$ cat src/rtl/etl_map.svh
`ifndef ETL_MAP_SVH
`define ETL_MAP_SVH
// ==========================================================
// Register offsets
`define ETL_A_CTRL0   8'h00
`define ETL_A_CTRL1   8'h01
`define ETL_A_LOOP    8'h02
`define ETL_A_IDLE    8'h03
`define ETL_A_STAT    8'h04
`define ETL_A_ISR     8'h05
`define ETL_A_SEQ_LO  8'h06
`define ETL_A_SEQ_HI  8'h07
`define ETL_A_AUX_LO  8'h08
`define ETL_A_AUX_HI  8'h09
// ==========================================================
// Control 0 fields
`define ETL_B_SIM     0
`define ETL_B_LL      1
`define ETL_B_RL      2
`define ETL_B_JATT    3
`define ETL_B_PL      4
`define ETL_B_SAIS    5
`define ETL_B_TT0     6
`define ETL_B_XAIS    7
// ==========================================================
// Control 1 fields
`define ETL_B_GEN     0
`define ETL_B_MON     1
`define ETL_B_LEN20   2
`define ETL_B_INV     3
`define ETL_B_FRA     4
`define ETL_B_ECNT    5
`define ETL_B_CHL     6
// ==========================================================
// Reset values and timing
`define ETL_R_CTRL    8'h00
`define ETL_R_IDLE    8'hff
`define ETL_R_LOOP    5'h00
`define ETL_CLK_MHZ   100
`define ETL_SIM_TICK_US 1000
`define ETL_SYNC_RUN  6'h20
`define ETL_WIN_LAST  6'h3f
`define ETL_LOSS_ERR  7'h10
`endif

$ cat src/rtl/etl_pkg.sv
// ==========================================================
// Shared types
package etl_pkg;
    typedef struct packed {
        logic       bit_val;
        logic       en;
        logic       ts0;
        logic [4:0] slot;
        logic [2:0] pos;
    } etl_strm_t;
    typedef struct packed {
        logic los;
        logic ais;
        logic lof;
        logic rai;
    } etl_alm_t;
    typedef struct packed {
        logic slip_rx;
        logic slip_tx;
        logic fe;
        logic cv;
        logic crc;
        logic ebit;
    } etl_evt_t;
    typedef enum logic {MON_HUNT, MON_SYNC} etl_mon_t;
endpackage

$ cat src/rtl/etl_test_unit.sv
// What this block does
// Generate 2^15-1 or 2^20-1 sequence to the line, optionally inverted.
// Monitor hunts the sequence and locks on either polarity.
// Sync state shown in status and flagged in interrupt status.
// With count enable, each sequence bit error adds one to counter.
// Lock within 400 ms at 99.9% even at error rate 1e-1.
// Framed select 1 skips framing slot; 0 covers every bit.
// Remote loop sends recovered line data back out; system path unchanged.
// Remote loop with jitter attenuator select routes via or around FIFO.
// Payload loop returns elastic-store output to transmitter, still output.
// Payload loop with system AIS sends all ones to system side.
// Payload loop: slot 0 generated unless transparent slot 0 set.
// Payload loop clocks transmitter from receive side; tx inputs ignored.
// Local loop feeds transmit data to receiver; line still gets it.
// Line AIS in local loop hits the line only, not looped data.
// Local loop may cause out-of-frame; software matches line codes.
// One selected slot of 32 loops from system input to output.
// Looped slot carries the idle code toward the remote end.
// Tester should use quasi-static pattern, not a changing tone.
// Simulation keeps traffic; real alarms hidden from processor and remote.
// Simulation bit fakes alarms, slips and counter increments where valid.
// Simulated conditions vanish on clear; interrupt bits stay until read.
// Reading interrupt status or an error counter clears it.
`include "etl_map.svh"
`timescale 1ns/100ps
`default_nettype none
module etl_test_unit #(
    parameter int unsigned SIM_TICK_CYC = `ETL_SIM_TICK_US * `ETL_CLK_MHZ
) (
    input  wire logic              clk_in,
    input  wire logic              rst_n_in,
    input  wire logic [7:0]        addr_in,
    input  wire logic [7:0]        wdata_in,
    input  wire logic              wr_in,
    input  wire logic              rd_in,
    output logic [7:0]             rdata_out,
    input  wire etl_pkg::etl_strm_t line_rx_in,
    input  wire etl_pkg::etl_strm_t tx_sys_in,
    input  wire etl_pkg::etl_strm_t rx_sys_in,
    input  wire logic              tx_ts0_gen_in,
    input  wire logic              crc4_mode_in,
    input  wire etl_pkg::etl_alm_t alarm_real_in,
    input  wire etl_pkg::etl_evt_t evt_real_in,
    input  wire logic              aux_err_in,
    output logic                   line_tx_bit_out,
    output logic                   line_tx_en_out,
    output logic                   rcv_bit_out,
    output logic                   rcv_en_out,
    output logic                   rx_sys_data_out,
    output logic                   rx_sys_en_out,
    output logic                   tx_clk_sel_rx_out,
    output logic                   jatt_loop_out,
    output etl_pkg::etl_alm_t      alarm_rpt_out,
    output etl_pkg::etl_evt_t      evt_rpt_out,
    output logic                   remote_alarm_out
);
    localparam int TW = $clog2(SIM_TICK_CYC + 1);

    // ======================================================
    // Register port
    logic [7:0]  ctrl0_reg, ctrl1_reg, idle_reg, isr_reg, rdata_reg;
    logic [7:0]  seq_hold_reg, aux_hold_reg, cap_reg, rd_mux;
    logic [4:0]  loop_reg;
    logic [15:0] seq_cnt_reg, aux_cnt_reg;

    wire alarm_sim_en        = ctrl0_reg[`ETL_B_SIM];
    wire local_loop_en       = ctrl0_reg[`ETL_B_LL];
    wire remote_loop_en      = ctrl0_reg[`ETL_B_RL];
    wire tx_jitter_atten_sel = ctrl0_reg[`ETL_B_JATT];
    wire payload_loop_en     = ctrl0_reg[`ETL_B_PL];
    wire system_ais_send     = ctrl0_reg[`ETL_B_SAIS];
    wire transparent_slot0   = ctrl0_reg[`ETL_B_TT0];
    wire line_ais_send       = ctrl0_reg[`ETL_B_XAIS];
    wire seq_gen_en          = ctrl1_reg[`ETL_B_GEN];
    wire seq_mon_en          = ctrl1_reg[`ETL_B_MON];
    wire seq_len20           = ctrl1_reg[`ETL_B_LEN20];
    wire seq_tx_invert       = ctrl1_reg[`ETL_B_INV];
    wire seq_framed_select   = ctrl1_reg[`ETL_B_FRA];
    wire seq_err_count_en    = ctrl1_reg[`ETL_B_ECNT];
    wire chan_loop_en        = ctrl1_reg[`ETL_B_CHL];

    wire isr_rd = rd_in && addr_in == `ETL_A_ISR;
    wire seq_rd = rd_in && addr_in == `ETL_A_SEQ_LO;
    wire aux_rd = rd_in && addr_in == `ETL_A_AUX_LO;

    always_ff @(posedge clk_in or negedge rst_n_in) begin
        if (!rst_n_in) begin
            ctrl0_reg <= `ETL_R_CTRL;
            ctrl1_reg <= `ETL_R_CTRL;
            idle_reg  <= `ETL_R_IDLE;
            loop_reg  <= `ETL_R_LOOP;
        end else if (wr_in) begin
            case (addr_in)
                `ETL_A_CTRL0: ctrl0_reg <= wdata_in;
                `ETL_A_CTRL1: ctrl1_reg <= wdata_in;
                `ETL_A_LOOP:  loop_reg  <= wdata_in[4:0];
                `ETL_A_IDLE:  idle_reg  <= wdata_in;
                default:      ;
            endcase
        end
    end

    // ======================================================
    // Sequence generator
    function automatic logic seq_fb(input logic [19:0] s,
                                    input logic l20);
        seq_fb = l20 ? (s[19] ^ s[2]) : (s[14] ^ s[13]);
    endfunction

    etl_pkg::etl_strm_t tx_src;
    logic [19:0] gen_reg;
    // Payload loop borrows receive timing; tx system pins unused
    assign tx_src = payload_loop_en ? rx_sys_in : tx_sys_in;
    wire gen_bit  = seq_fb(gen_reg, seq_len20);
    wire gen_step = seq_gen_en && tx_src.en
                    && !(seq_framed_select && tx_src.ts0);

    always_ff @(posedge clk_in or negedge rst_n_in) begin
        if (!rst_n_in) begin
            gen_reg <= 20'hf_ffff;
        end else if (gen_step) begin
            gen_reg <= {gen_reg[18:0], gen_bit};
        end
    end

    // ======================================================
    // Sequence monitor
    etl_pkg::etl_mon_t mon_state;
    logic [19:0] hist_reg;
    logic [5:0]  run_reg, win_reg;
    logic [6:0]  werr_reg;
    logic        cand_reg, inv_reg, sync_prev_reg;

    wire mon_step = seq_mon_en && rx_sys_in.en
                    && !(seq_framed_select && rx_sys_in.ts0);
    wire pred     = seq_fb(hist_reg, seq_len20);
    // Both taps flip together, so an inverted stream shows as diff=1
    wire diff     = rx_sys_in.bit_val ^ pred;
    wire in_sync  = mon_state == etl_pkg::MON_SYNC;
    wire mon_err  = mon_step && in_sync && (diff != inv_reg);

    always_ff @(posedge clk_in or negedge rst_n_in) begin
        if (!rst_n_in) begin
            mon_state <= etl_pkg::MON_HUNT;
            hist_reg  <= 20'h0_0000;
            run_reg   <= 6'h00;
            win_reg   <= 6'h00;
            werr_reg  <= 7'h00;
            cand_reg  <= 1'b0;
            inv_reg   <= 1'b0;
        end else if (!seq_mon_en) begin
            mon_state <= etl_pkg::MON_HUNT;
            run_reg   <= 6'h00;
        end else if (mon_step) begin
            // Free-run once locked so one error counts once
            hist_reg <= {hist_reg[18:0],
                         in_sync ? (pred ^ inv_reg) : rx_sys_in.bit_val};
            case (mon_state)
                etl_pkg::MON_HUNT: begin
                    if (diff == cand_reg) begin
                        run_reg <= run_reg + 6'h01;
                        // 32-bit run meets 400 ms even at 1e-1
                        if (run_reg == `ETL_SYNC_RUN - 6'h01) begin
                            mon_state <= etl_pkg::MON_SYNC;
                            inv_reg   <= cand_reg;
                            win_reg   <= 6'h00;
                            werr_reg  <= 7'h00;
                        end
                    end else begin
                        cand_reg <= diff;
                        run_reg  <= 6'h01;
                    end
                end
                etl_pkg::MON_SYNC: begin
                    win_reg  <= win_reg + 6'h01;
                    werr_reg <= werr_reg + 7'(mon_err);
                    if (win_reg == `ETL_WIN_LAST) begin
                        werr_reg <= 7'h00;
                        if (werr_reg + 7'(mon_err) >= `ETL_LOSS_ERR) begin
                            mon_state <= etl_pkg::MON_HUNT;
                            run_reg   <= 6'h00;
                        end
                    end
                end
                default: mon_state <= etl_pkg::MON_HUNT;
            endcase
        end
    end

    // ======================================================
    // Alarm simulation
    logic [TW-1:0] tick_reg;
    etl_pkg::etl_alm_t alm_next;
    etl_pkg::etl_evt_t evt_next;
    wire sim_tick = alarm_sim_en && tick_reg == TW'(SIM_TICK_CYC - 1);

    always_ff @(posedge clk_in or negedge rst_n_in) begin
        if (!rst_n_in) begin
            tick_reg <= '0;
        end else if (!alarm_sim_en || sim_tick) begin
            tick_reg <= '0;
        end else begin
            tick_reg <= tick_reg + TW'(1);
        end
    end

    always_comb begin
        // Real conditions masked while simulating
        alm_next = alarm_sim_en ? 4'hf : alarm_real_in;
        evt_next = evt_real_in;
        if (alarm_sim_en) begin
            // CRC and E-bit only apply in multiframe mode
            evt_next = {{4{sim_tick}}, {2{sim_tick && crc4_mode_in}}};
        end
    end

    always_ff @(posedge clk_in or negedge rst_n_in) begin
        if (!rst_n_in) begin
            alarm_rpt_out    <= '0;
            evt_rpt_out      <= '0;
            remote_alarm_out <= 1'b0;
            sync_prev_reg    <= 1'b0;
        end else begin
            alarm_rpt_out    <= alm_next;
            evt_rpt_out      <= evt_next;
            remote_alarm_out <= !alarm_sim_en
                                && (alarm_real_in.los || alarm_real_in.lof);
            sync_prev_reg    <= in_sync;
        end
    end

    // ======================================================
    // Interrupt status and counters
    wire [3:0] alm_rise = alm_next & ~alarm_rpt_out;
    wire [7:0] isr_set  = {1'b0, evt_next.slip_tx, evt_next.slip_rx,
                           alm_rise[0], alm_rise[1], alm_rise[2],
                           alm_rise[3], in_sync != sync_prev_reg};
    wire seq_inc = mon_err && seq_err_count_en || sim_tick;
    wire aux_inc = aux_err_in && !alarm_sim_en || sim_tick;

    always_ff @(posedge clk_in or negedge rst_n_in) begin
        if (!rst_n_in) begin
            isr_reg <= 8'h00;
        end else if (isr_rd) begin
            isr_reg <= isr_set;
        end else begin
            isr_reg <= isr_reg | isr_set;
        end
    end

    always_ff @(posedge clk_in or negedge rst_n_in) begin
        if (!rst_n_in) begin
            seq_cnt_reg  <= 16'h0000;
            seq_hold_reg <= 8'h00;
        end else if (seq_rd) begin
            seq_hold_reg <= seq_cnt_reg[15:8];
            seq_cnt_reg  <= 16'(seq_inc);
        end else if (seq_inc && seq_cnt_reg != 16'hffff) begin
            seq_cnt_reg <= seq_cnt_reg + 16'h0001;
        end
    end

    always_ff @(posedge clk_in or negedge rst_n_in) begin
        if (!rst_n_in) begin
            aux_cnt_reg  <= 16'h0000;
            aux_hold_reg <= 8'h00;
        end else if (aux_rd) begin
            aux_hold_reg <= aux_cnt_reg[15:8];
            aux_cnt_reg  <= 16'(aux_inc);
        end else if (aux_inc && aux_cnt_reg != 16'hffff) begin
            aux_cnt_reg <= aux_cnt_reg + 16'h0001;
        end
    end

    always_comb begin
        case (addr_in)
            `ETL_A_CTRL0:  rd_mux = ctrl0_reg;
            `ETL_A_CTRL1:  rd_mux = ctrl1_reg;
            `ETL_A_LOOP:   rd_mux = {3'h0, loop_reg};
            `ETL_A_IDLE:   rd_mux = idle_reg;
            `ETL_A_STAT:   rd_mux = {2'h0, alarm_rpt_out,
                                     inv_reg && in_sync, in_sync};
            `ETL_A_ISR:    rd_mux = isr_reg;
            `ETL_A_SEQ_LO: rd_mux = seq_cnt_reg[7:0];
            `ETL_A_SEQ_HI: rd_mux = seq_hold_reg;
            `ETL_A_AUX_LO: rd_mux = aux_cnt_reg[7:0];
            `ETL_A_AUX_HI: rd_mux = aux_hold_reg;
            default:       rd_mux = 8'h00;
        endcase
    end

    always_ff @(posedge clk_in or negedge rst_n_in) begin
        if (!rst_n_in) begin
            rdata_reg <= 8'h00;
        end else begin
            rdata_reg <= rd_in ? rd_mux : 8'h00;
        end
    end
    assign rdata_out = rdata_reg;

    // ======================================================
    // Data paths
    logic pre_bit, tx_bit, tx_en, rx_bit;
    wire tx_hit = chan_loop_en && !payload_loop_en
                  && tx_src.slot == loop_reg;
    wire rx_hit = chan_loop_en && rx_sys_in.slot == loop_reg;

    always_comb begin
        pre_bit = tx_src.bit_val;
        if (payload_loop_en && tx_src.ts0 && !transparent_slot0) begin
            pre_bit = tx_ts0_gen_in;
        end
        if (tx_hit) begin
            pre_bit = idle_reg[3'h7 - tx_src.pos];
        end
        if (gen_step) begin
            pre_bit = gen_bit ^ seq_tx_invert;
        end
        tx_bit = line_ais_send ? 1'b1 : pre_bit;
        tx_en  = tx_src.en;
        if (remote_loop_en) begin
            tx_bit = line_rx_in.bit_val;
            tx_en  = line_rx_in.en;
        end
        rx_bit = rx_hit ? cap_reg[3'h7 - rx_sys_in.pos]
                        : rx_sys_in.bit_val;
        if (payload_loop_en && system_ais_send) begin
            rx_bit = 1'b1;
        end
    end

    // Slot byte is replayed; a moving tone here would slip
    always_ff @(posedge clk_in or negedge rst_n_in) begin
        if (!rst_n_in) begin
            cap_reg <= 8'h00;
        end else if (tx_hit && tx_sys_in.en) begin
            cap_reg[3'h7 - tx_sys_in.pos] <= tx_sys_in.bit_val;
        end
    end

    always_ff @(posedge clk_in or negedge rst_n_in) begin
        if (!rst_n_in) begin
            line_tx_bit_out   <= 1'b0;
            line_tx_en_out    <= 1'b0;
            rcv_bit_out       <= 1'b0;
            rcv_en_out        <= 1'b0;
            rx_sys_data_out   <= 1'b0;
            rx_sys_en_out     <= 1'b0;
            tx_clk_sel_rx_out <= 1'b0;
            jatt_loop_out     <= 1'b0;
        end else begin
            line_tx_bit_out   <= tx_bit;
            line_tx_en_out    <= tx_en;
            // Receiver loses frame briefly after switching over
            rcv_bit_out <= local_loop_en ? pre_bit : line_rx_in.bit_val;
            rcv_en_out  <= local_loop_en ? tx_src.en : line_rx_in.en;
            rx_sys_data_out   <= rx_bit;
            rx_sys_en_out     <= rx_sys_in.en;
            tx_clk_sel_rx_out <= payload_loop_en;
            jatt_loop_out <= remote_loop_en && tx_jitter_atten_sel;
        end
    end
endmodule
`default_nettype wire
$ cat config.mk
export PLATFORM = sky130hd
export DESIGN_NAME = etl_test_unit
export DESIGN_NICKNAME = d
export VERILOG_FILES = /design/src/rtl/etl_pkg.sv /design/src/rtl/etl_test_unit.sv
export VERILOG_INCLUDE_DIRS = /design/src /design/src/rtl
export SDC_FILE = /design/constraint.sdc
export NUM_CORES = 1
export LEC_CHECK = 0
export BUFFER_PORTS_ARGS = -buffer_cell sky130_fd_sc_hd__buf_2
export CAP_MARGIN = 20
export CORE_MARGIN = 3
export CORE_UTILIZATION = 60
export DETAILED_ROUTE_END_ITERATION = 8
export GPL_TIMING_DRIVEN = 0
export HOLD_SLACK_MARGIN = 0.02
export PLACE_DENSITY_LB_ADDON = 0.3
export SETUP_SLACK_MARGIN = 0.3
export SKIP_CTS_REPAIR_TIMING = 1
export SLEW_MARGIN = 20
export SYNTH_ARGS = -nofsm -noshare
export SYNTH_HDL_FRONTEND = slang
export SYNTH_SLANG_ARGS = --single-unit
$ cat constraint.sdc
create_clock -name clk_in -period 4 [get_ports clk_in]
set_clock_uncertainty 0.05 [all_clocks]
set_input_delay 0.4 -clock clk_in [delete_from_list [all_inputs] [get_ports clk_in]]
set_output_delay 0.4 -clock clk_in [all_outputs]
set_load 0.03 [all_outputs]
==> qor.txt, run 1 <==
Outcome = complete, no violations
Rel. slew slack = 33.0%
Mean Syn Cell Area = 9.96 um^2
TritonCTS clock tree = done
Post-layout nets = 1155
Number of remaining DRC errors = 0
CP Launch Type = flip-flop
Final min period = 3.47 ns
RSZ-0062 raised after global routing = false
Synthesized area = 9760 um^2
Slowest stage delay, CP = 0.54 ns
R2R Setup Slk = 0.53 ns
Largest net degree at the start of global routing = 104
Vias = 7779
Top-count cell post-synth = nand2_1
Endpoint, Worst Hold = rx_sys_en_out$_DFF_PN0_
Max-Cap Viols = 0
Antenna-violating nets left = 0
Final core utilization = 69.9%
Worst vdd ir = 340 uV
Ratio of cells with drive above 1 in the final layout = 20.1%
Register-to-Register Path Depth = 12
Worst-path cell with the longest stage delay = dfrtp_1
Hold path startpoint = rx_sys_in[9]
H-tree Lvls = 4
Clk sinks = 199
Fin Hold WS = 0.0732 ns
Total GRT Usage = 27.6%
Seq/Total Area, Yosys = 51.4%
Die ar. = 17800 um^2
# fillers = 1245
Cell row count = 46
PortBufs = 81
FF-to-FF End = run_reg[2]$_DFFE_PN0P_
P_leak = 0.00516 uW
Reg clk slew, reported paths = 0.08 ns
Final hold vios = 0
Area fraction of the dominant cell type after synthesis = 43.8%
Vias in the first global route = 7452
CP Launch Point = ctrl1_reg[1]$_DFFE_PN0P_
Top cells by area, synth = dfrtp_1 44%, dfstp_2 7.5%, mux2_2 7.5%
Area leader, netlist = dfrtp_1
Final count of pins violating max slew = 0
Area delta synth->final = 13.7%
Setup Viol. Count Final = 0
Post-synth top cells = 179 x nand2_1, 171 x dfrtp_1, 80 x nor2_1, 65 x mux2_2, 50 x nand3_1
Chip Height = 134 um
Worst Path Class, Setup = reg -> reg
Register area = 5010 um^2
Initial Util = 61.5%
Placer Congestion = 0.944
Worst Path Max Fanout = 9
Vias per inst = 5.93
Num ports = 93
Post-synthesis instance total = 980
Iter 0 DRT Violations = 708
TritonCTS buffer count = 17
Initial antenna violation count = 1
Period utilization = 86.8%
Die X = 134 um
CP Cell Sequence = and3_1, clkbuf_1, nand2_1, nor2_1, ha_1, ha_1, nand3_1, nor2_1, xnor2_1, a311o_1, and3_1, a211o_1
Synth unique cells = 65
TritonRoute pass-1 iters = 5
Worst Tran Pin Value = 0.991 ns
EDFF count, synth = 0
Syn_nets = 1053
Most common flop cell mapped by yosys = dfrtp_1
Hold path depth = 1
Yosys reg bits = 199
CTS Buffer Depth = 2
Wire per inst = 18.3 um
Worst EP required = 4.27 ns
Later-pin clock latency in the skew report = 0.44 ns
Ys Warns = 0
DP HPWL = 17300 um
Final WL = 23900 um
Ant diodes = 0
Crit. End Element = flip-flop
Hold WC Path Type = in -> reg
Arr. time, crit path = 3.74 ns
R2R Path Start = ctrl1_reg[1]$_DFFE_PN0P_
Async SR Flop Fraction = 100%
Maximum clock rate = 288 MHz
Core Region = 15900 um^2
CTS root buffer = clkbuf_16
PwrDens = 387 nW/um^2
Global route total overflow = 0
First-pass GRT wire length = 38800 um
Multi-input logic area = 4520 um^2
-- metal layers --
layer  global-route usage (%)  vias up  part of all wire, %
met5                        0        -                0.054
met2                     44.2      265                   49
li1                         -     3665                    -
met3                     7.02       37                  6.5
met4                     7.83        2                  2.0
met1                     37.7     3810                   42
-- area by class of cell --
cell class,count,share of cell area (%)
Timing Repair Buffer,83,4.08
Multi-Input combinational cell,723,40.7
Tap cell,216,2.44
Buffer,40,1.43
Sequential cell,199,45.2
Inverter,18,0.609
Clock buffer,18,3.96
Clock inverter,14,1.56
-- cell families (layout without fill, tap and decap cells) --
group | Yosys count | after routing | share of synthesized area, %
mux | 87 | 87 | 10.0
fa+ha+maj | 7 | 7 | 0.897
simple gates | 433 | 433 | 20.9
flops | 199 | 199 | 51.4
buf+inv | 58 | 173 | 2.32
xor+xnor | 49 | 49 | 4.68
compound gates | 147 | 147 | 9.80
-- report_power, final --
part	switching (uW)	leakage, uW	internal, uW
registers	92.1	0.00256	2080
clock network	874	0.000299	870
logic	235	0.00230	143
-- layout by cell type, fill, tap and decap left out, types with 10 or more instances in the layout --
cell type,count
nand2_1,179
dfrtp_1,171
buf_2,81
nor2_1,80
mux2_2,65
nand3_1,50
o21ai_0,40
clkbuf_1,35
xor2_1,31
a21oi_1,29
dfstp_2,28
and3_1,25
mux2i_1,20
inv_1,18
clkbuf_16,17
xnor2_1,16
nor3_1,13
nand4_1,12
nand2b_1,11
a31oi_1,11
nor2b_1,10
-- worst max-delay path by stage --
stage / slack, ns / end
after floorplan: 1.06 / run_reg[2]$_DFFE_PN0P_
after global placement: -0.69 / line_tx_en_out$_DFF_PN0_
after detailed placement: 0.58 / run_reg[2]$_DFFE_PN0P_
after CTS: 0.58 / run_reg[2]$_DFFE_PN0P_
after global routing: 0.37 / run_reg[2]$_DFFE_PN0P_
final: 0.53 / run_reg[2]$_DFFE_PN0P_
-- critical path, delay by kind of cell (launching register included) --
| kind | cells | cell delay [ns] |
|---|---|---|
| compound gates | 2 | 0.72 |
| xor+xnor | 1 | 0.09 |
| fa+ha+maj | 2 | 0.36 |
| buf+inv | 1 | 0.37 |
| flops | 1 | 0.54 |
| simple gates | 6 | 1.22 |
-- stage by stage --
step	instances	TNS, ns	setup WS (ns)	instance area (um^2)	total power [uW]
after floorplan	980	0	1.06	9760	2400
after global placement	1277	-115.80	-0.695	10400	2570
after detailed placement	1278	0	0.577	10500	2580
after CTS	1310	0	0.585	11100	4320
after global routing	1311	0	0.373	11100	4460
final	1311	0	0.529	11100	4300
No activity file was read; power rests on OpenSTA's default activity.
==> inputs of run 2 (changes only) <==
Settings changed: CORE_MARGIN 3 to 4.
==> run 2 against run 1 <==
Fmax shrank 2.8%. Core utilization is essentially flat. Highest routed layer unchanged. Die area grew 3.0%. Sequential power is essentially flat. Register-to-register slack lost 0.10 ns. Combinational power is essentially flat. Critical path depth is the same. Cell count is essentially flat. Largest cell class unchanged. Clock power is essentially flat. Non-clock buffer count grew 1. Setup slack lost 0.10 ns.
==> qor.txt, run 2 (same netlist as run 1, synthesis figures left out) <==
Worst-path cell with the longest stage delay = mux2i_1
Post-layout nets = 1156 (+0.087%)
Vias per inst = 5.93 (about the same)
Most frequent cells in the layout = 179 x nand2_1, 171 x dfrtp_1, 81 x buf_2, 80 x nor2_1, 65 x mux2_2
Slowest stage delay, CP = 0.45 ns (-0.09 ns)
Vias in the first global route = 7504 (+0.70%)
Cell row count = 46 (unchanged)
Rel. slew slack = 33.0% (about the same)
Hold path depth = 1 (unchanged)
Hold WC Path Type = in -> reg
Setup Viol. Count Final = 0 (unchanged)
Chip Height = 136 um (+1.5%)
R2R Path Start = hist_reg[2]$_DFFE_PN0P_
Place WS = 0.564 ns (-0.0132 ns)
Outcome = complete, no violations
Hold path startpoint = rx_sys_in[9]
Ratio of cells with drive above 1 in the final layout = 20.2% (+0.073 points)
Area delta synth->final = 14.1%
H-tree Lvls = 4 (unchanged)
Worst Tran Pin Value = 0.991 ns (-0.000342 ns)
Final WL = 23600 um (-1.5%)
Number of remaining DRC errors = 0 (unchanged)
Uppermost layer routed = met5
Die ar. = 18400 um^2 (+3.0%)
Antenna-violating nets left = 0 (unchanged)
CP Cell Sequence = xor2_1, mux2i_1, xnor3_1, nor2_1, ha_1, ha_1, nand3_1, nor2_1, xnor2_1, a311o_1, and3_1, a211o_1
Crit. End Element = flip-flop
Core Region = 15900 um^2 (+0.36%)
Die X = 136 um (+1.5%)
Endpoint, Worst Hold = rx_sys_en_out$_DFF_PN0_
Iter 0 DRT Violations = 669 (-5.5%)
Placer Congestion = 0.962 (+1.9%)
Num ports = 93 (unchanged)
Later-pin clock latency in the skew report = 0.45 ns (about the same)
Final count of pins violating max slew = 0 (unchanged)
TritonCTS clock tree = done
FF-to-FF End = run_reg[3]$_DFFE_PN0P_
Initial Util = 61.2% (-0.22 points)
Vias = 7781 (+0.026%)
Initial antenna violation count = 1 (unchanged)
CP Launch Point = hist_reg[2]$_DFFE_PN0P_
Setup WS post-layout = 0.429 ns (-0.101 ns)
PortBufs = 81 (unchanged)
Final min period = 3.57 ns (+0.101 ns)
DP Area = 10500 um^2 (+0.26%)
Worst Path Buf+Inv = 0 (-1)
CP Launch Type = flip-flop
Reg clk slew, reported paths = 0.08 ns (about the same)
Period utilization = 89.3% (+2.5 points)
First-pass GRT wire length = 39000 um (+0.64%)
WL met2 = 11500 um (-2.1%)
Most common cell after layout, fill and taps aside = nand2_1
Maximum clock rate = 280 MHz (-2.8%)
CTS root buffer = clkbuf_16
Max-Cap Viols = 0 (unchanged)
Largest net degree at the start of global routing = 100 (-3.8%)
CP top delay family = simple AND/OR/NAND/NOR gates
RSZ-0062 raised after global routing = false
R2R Setup Slk = 0.43 ns (-0.10 ns)
Clk sinks = 199 (unchanged)
Worst Path Max Fanout = 5 (-4)
Routed wl met3 = 1330 um (-14%)
Ant diodes = 0 (unchanged)
Arr. time, crit path = 3.86 ns (+0.12 ns)
Worst EP required = 4.29 ns (+0.02 ns)
TritonRoute pass-1 iters = 8 (+3)
Final hold vios = 0 (unchanged)
Register-to-Register Path Depth = 12 (unchanged)
Fin area = 11100 um^2 (+0.42%)
Worst Path Class, Setup = reg -> reg
DP HPWL = 17000 um (-1.5%)
Total GRT Usage = 27.0% (-0.59 points)
Wire per inst = 18.0 um (-1.6%)
Global route total overflow = 0 (unchanged)
Worst vdd ir = 345 uV (+1.4%)
CTS Buffer Depth = 2 (unchanged)
Met1 WL = 10100 um (-0.54%)
P_leak = 0.00518 uW (+0.39%)
PwrDens = 388 nW/um^2 (+0.18%)
TritonCTS buffer count = 17 (unchanged)
[run 2: through the flow]
step           util (%)  power [uW]  std cells  TNS [ns]  hold slack [ns]
5_1_grt            69.9        4480       1312         0           0.0551
2_1_floorplan         -        2400        980         0           0.0544
3_3_place_gp       65.5        2560       1277   -117.09            0.352
6_report           69.9        4320       1312         0           0.0641
4_1_cts            69.8        4340       1311         0           -0.253
3_5_place_dp       65.9        2580       1279         0            0.219
[run 2: worst register-to-register path, stage by stage, from the launching register on]
cell and delay (ns):
dfrtp_1 0.41, xor2_1 0.17, mux2i_1 0.45, xnor3_1 0.42
nor2_1 0.15, ha_1 0.18, ha_1 0.20, nand3_1 0.14
nor2_1 0.17, xnor2_1 0.09, a311o_1 0.43, and3_1 0.30
a211o_1 0.31
[run 2: worst max path at each step]
stage | slack (ns) | depth (start not counted) | end
2_1_floorplan | 1.06 | 12 | run_reg[2]$_DFFE_PN0P_
3_3_place_gp | -0.70 | 1 | hist_reg[17]$_DFFE_PN0P_
3_5_place_dp | 0.56 | 12 | run_reg[3]$_DFFE_PN0P_
4_1_cts | 0.48 | 12 | run_reg[3]$_DFFE_PN0P_
5_1_grt | 0.32 | 12 | run_reg[2]$_DFFE_PN0P_
6_report | 0.43 | 12 | run_reg[3]$_DFFE_PN0P_
[run 2: per-layer routing]
layer / vias to the layer above / GRT usage [%]
met5: - / 0
met4: 2 / 9.74
met3: 49 / 4.87
met2: 259 / 43.2
met1: 3794 / 37.2
li1: 3677 / -
[run 2: report_power, final]
group	switching, uW	internal [uW]
combinational	233	146
sequential	88.7	2080
clock	868	904
[run 2: area by class of cell]
cell class / instances / area (um^2)
well taps: 216 / 270
flip-flops and latches: 199 / 5010
clock inverters: 13 / 166
multi-input cells: 723 / 4520
clock buffers: 19 / 464
plain buffers: 40 / 159
repair buffers: 84 / 480
fillers: 1194 / 4800
inverters: 18 / 67.6
==> inputs of run 3 (changes only) <==
Settings changed: BUFFER_PORTS_ARGS -buffer_cell sky130_fd_sc_hd__buf_2 to -buffer_cell sky130_fd_sc_hd__buf_4, CORE_UTILIZATION 60 to 35.
==> run 3 against run 2 <==
First-iteration DRC count decreased by 7.0%. Sequential cell count unchanged. Cell count increased by 12%. Global-route usage decreased by 11 points. Non-clock buffer count unchanged. Clock power about the same. Setup slack improved by 0.065 ns. Critical endpoint unchanged. Largest cell class unchanged.
==> qor.txt, run 3 (same netlist as run 1, synthesis figures left out) <==
Grt met1 use = 22.3% (-15 points)
Place WS = 0.522 ns (-0.0416 ns)
Clk sinks = 199 (unchanged)
Final min period = 3.51 ns (-0.0645 ns)
Worst EP required = 4.27 ns (-0.02 ns)
Gr busiest metal = met2
Initial antenna violation count = 0 (-1)
M2 GR Usage = 26.4% (-17 points)
Post-layout nets = 1156 (unchanged)
Ratio of cells with drive above 1 in the final layout = 20.2% (unchanged)
Global route total overflow = 0 (unchanged)
Setup WS post-layout = 0.493 ns (+0.0645 ns)
H-tree Lvls = 4 (unchanged)
Final WL = 25000 um (+6.2%)
Rel. slew slack = 49.8% (+17 points)
Worst Tran Pin Value = 0.743 ns (-0.248 ns)
CP Launch Type = flip-flop
Largest net degree at the start of global routing = 70 (-30%)
Later-pin clock latency in the skew report = 0.44 ns (about the same)
Most frequent cells in the layout = 179 x nand2_1, 171 x dfrtp_1, 80 x nor2_1, 80 x buf_4, 65 x mux2_2
Ant diodes = 0 (unchanged)
Outcome = complete, no violations
Area delta synth->final = 17.9%
Die X = 175 um (+29%)
Hold WC Path Type = in -> reg
Die ar. = 30600 um^2 (+67%)
Worst Path Max Fanout = 5 (unchanged)
TritonRoute pass-1 iters = 5 (-3)
Max-Cap Viols = 0 (unchanged)
Reg clk slew, reported paths = 0.08 ns (about the same)
PwrDens = 377 nW/um^2 (-2.9%)
P_leak = 0.00524 uW (+1.0%)
Num ports = 93 (unchanged)
CTS Buffer Depth = 2 (unchanged)
Final hold vios = 0 (unchanged)
Vias per inst = 5.22 (-12%)
Number of remaining DRC errors = 0 (unchanged)
Iter 0 DRT Violations = 622 (-7.0%)
First-pass GRT wire length = 39900 um (+2.4%)
Core Region = 27200 um^2 (+70%)
Arr. time, crit path = 3.78 ns (-0.08 ns)
Final count of pins violating max slew = 0 (unchanged)
Wire per inst = 17.1 um (-5.1%)
Overall power = 4340 uW (+0.37%)
Most common cell after layout, fill and taps aside = nand2_1
Antenna-violating nets left = 0 (unchanged)
TritonCTS clock tree = done
Crit. End Element = flip-flop
Period utilization = 87.7% (-1.6 points)
Worst Path Class, Setup = reg -> reg
Maximum clock rate = 285 MHz (+1.8%)
PortBufs = 81 (unchanged)
CTS root buffer = clkbuf_16
TritonCTS buffer count = 17 (unchanged)
Vias = 7665 (-1.5%)
Worst vdd ir = 277 uV (-20%)
Setup_tns = 0 ns (unchanged)
Total GRT Usage = 16.2% (-11 points)
Fin Hold WS = 0.0629 ns (-0.00115 ns)
Vias in the first global route = 7215 (-3.9%)
RSZ-0062 raised after global routing = false
Initial Util = 35.9% (-25 points)
DP HPWL = 18500 um (+8.7%)
Setup Viol. Count Final = 0 (unchanged)
Met3 usage = 2.90% (-2.0 points)
Chip Height = 175 um (+29%)
Placer Congestion = 0.916 (-4.8%)
Final core utilization = 42.4% (-28 points)
Cell row count = 60 (+30%)
## run 3: critical path, cell delays in order (launching register included)
cell	delay, ns
dfrtp_1	0.41
xor2_1	0.17
mux2i_1	0.52
xnor3_1	0.39
nor2_1	0.12
ha_1	0.19
ha_1	0.19
nand3_1	0.13
nor2_1	0.16
xnor2_1	0.10
a311o_1	0.39
and3_1	0.28
a211o_1	0.30
## run 3: through the flow
stage,cells,instance area (um^2)
finish,1468,11500
global route,1468,11500
CTS,1467,11500
detailed placement,1435,10900
global placement,1433,10800
floorplan,980,9760
## run 3: power by group
group | switching [uW] | leakage [uW] | internal [uW] | total (uW)
Clock | 866 | 0.000297 | 904 | 1770
Combinational | 232 | 0.00238 | 167 | 399
Sequential | 86.1 | 0.00256 | 2080 | 2170
Total | 1180 | 0.00524 | 3160 | 4340
## run 3: final timing paths
kind                                                from                           to  slack, ns  depth (start not counted)
worst max-delay path             hist_reg[2]$_DFFE_PN0P_       run_reg[3]$_DFFE_PN0P_       0.49                         12
worst min-delay path                        rx_sys_in[9]      rx_sys_en_out$_DFF_PN0_       0.06                          1
worst max register to register   hist_reg[2]$_DFFE_PN0P_       run_reg[3]$_DFFE_PN0P_       0.49                         12
worst min register to register  ctrl0_reg[4]$_DFFE_PN0P_  tx_clk_sel_rx_out$_DFF_PN0_       0.41                          0
max in group asynchronous                       rst_n_in      idle_reg[1]$_DFFE_PN1P_       2.37                          4
min in group asynchronous                       rst_n_in        tick_reg[9]$_DFF_PN0_       0.42                          2
## run 3: final cells by class
| class | count | area [um^2] |
|---|---|---|
| Timing Repair Buffer | 84 | 681 |
| Sequential cell | 199 | 5010 |
| Clock buffer | 18 | 429 |
| Clock inverter | 14 | 175 |
| Fill cell | 2677 | 15700 |
| Multi-Input combinational cell | 723 | 4520 |
| Inverter | 18 | 67.6 |
| Tap cell | 372 | 465 |
| Buffer | 40 | 160 |
## run 3: metal layers
metal,up-vias,part of all wire [%]
met4,0,1.7
met1,3762,46
met2,208,48
li1,3671,-
met5,-,0
met3,24,4.1
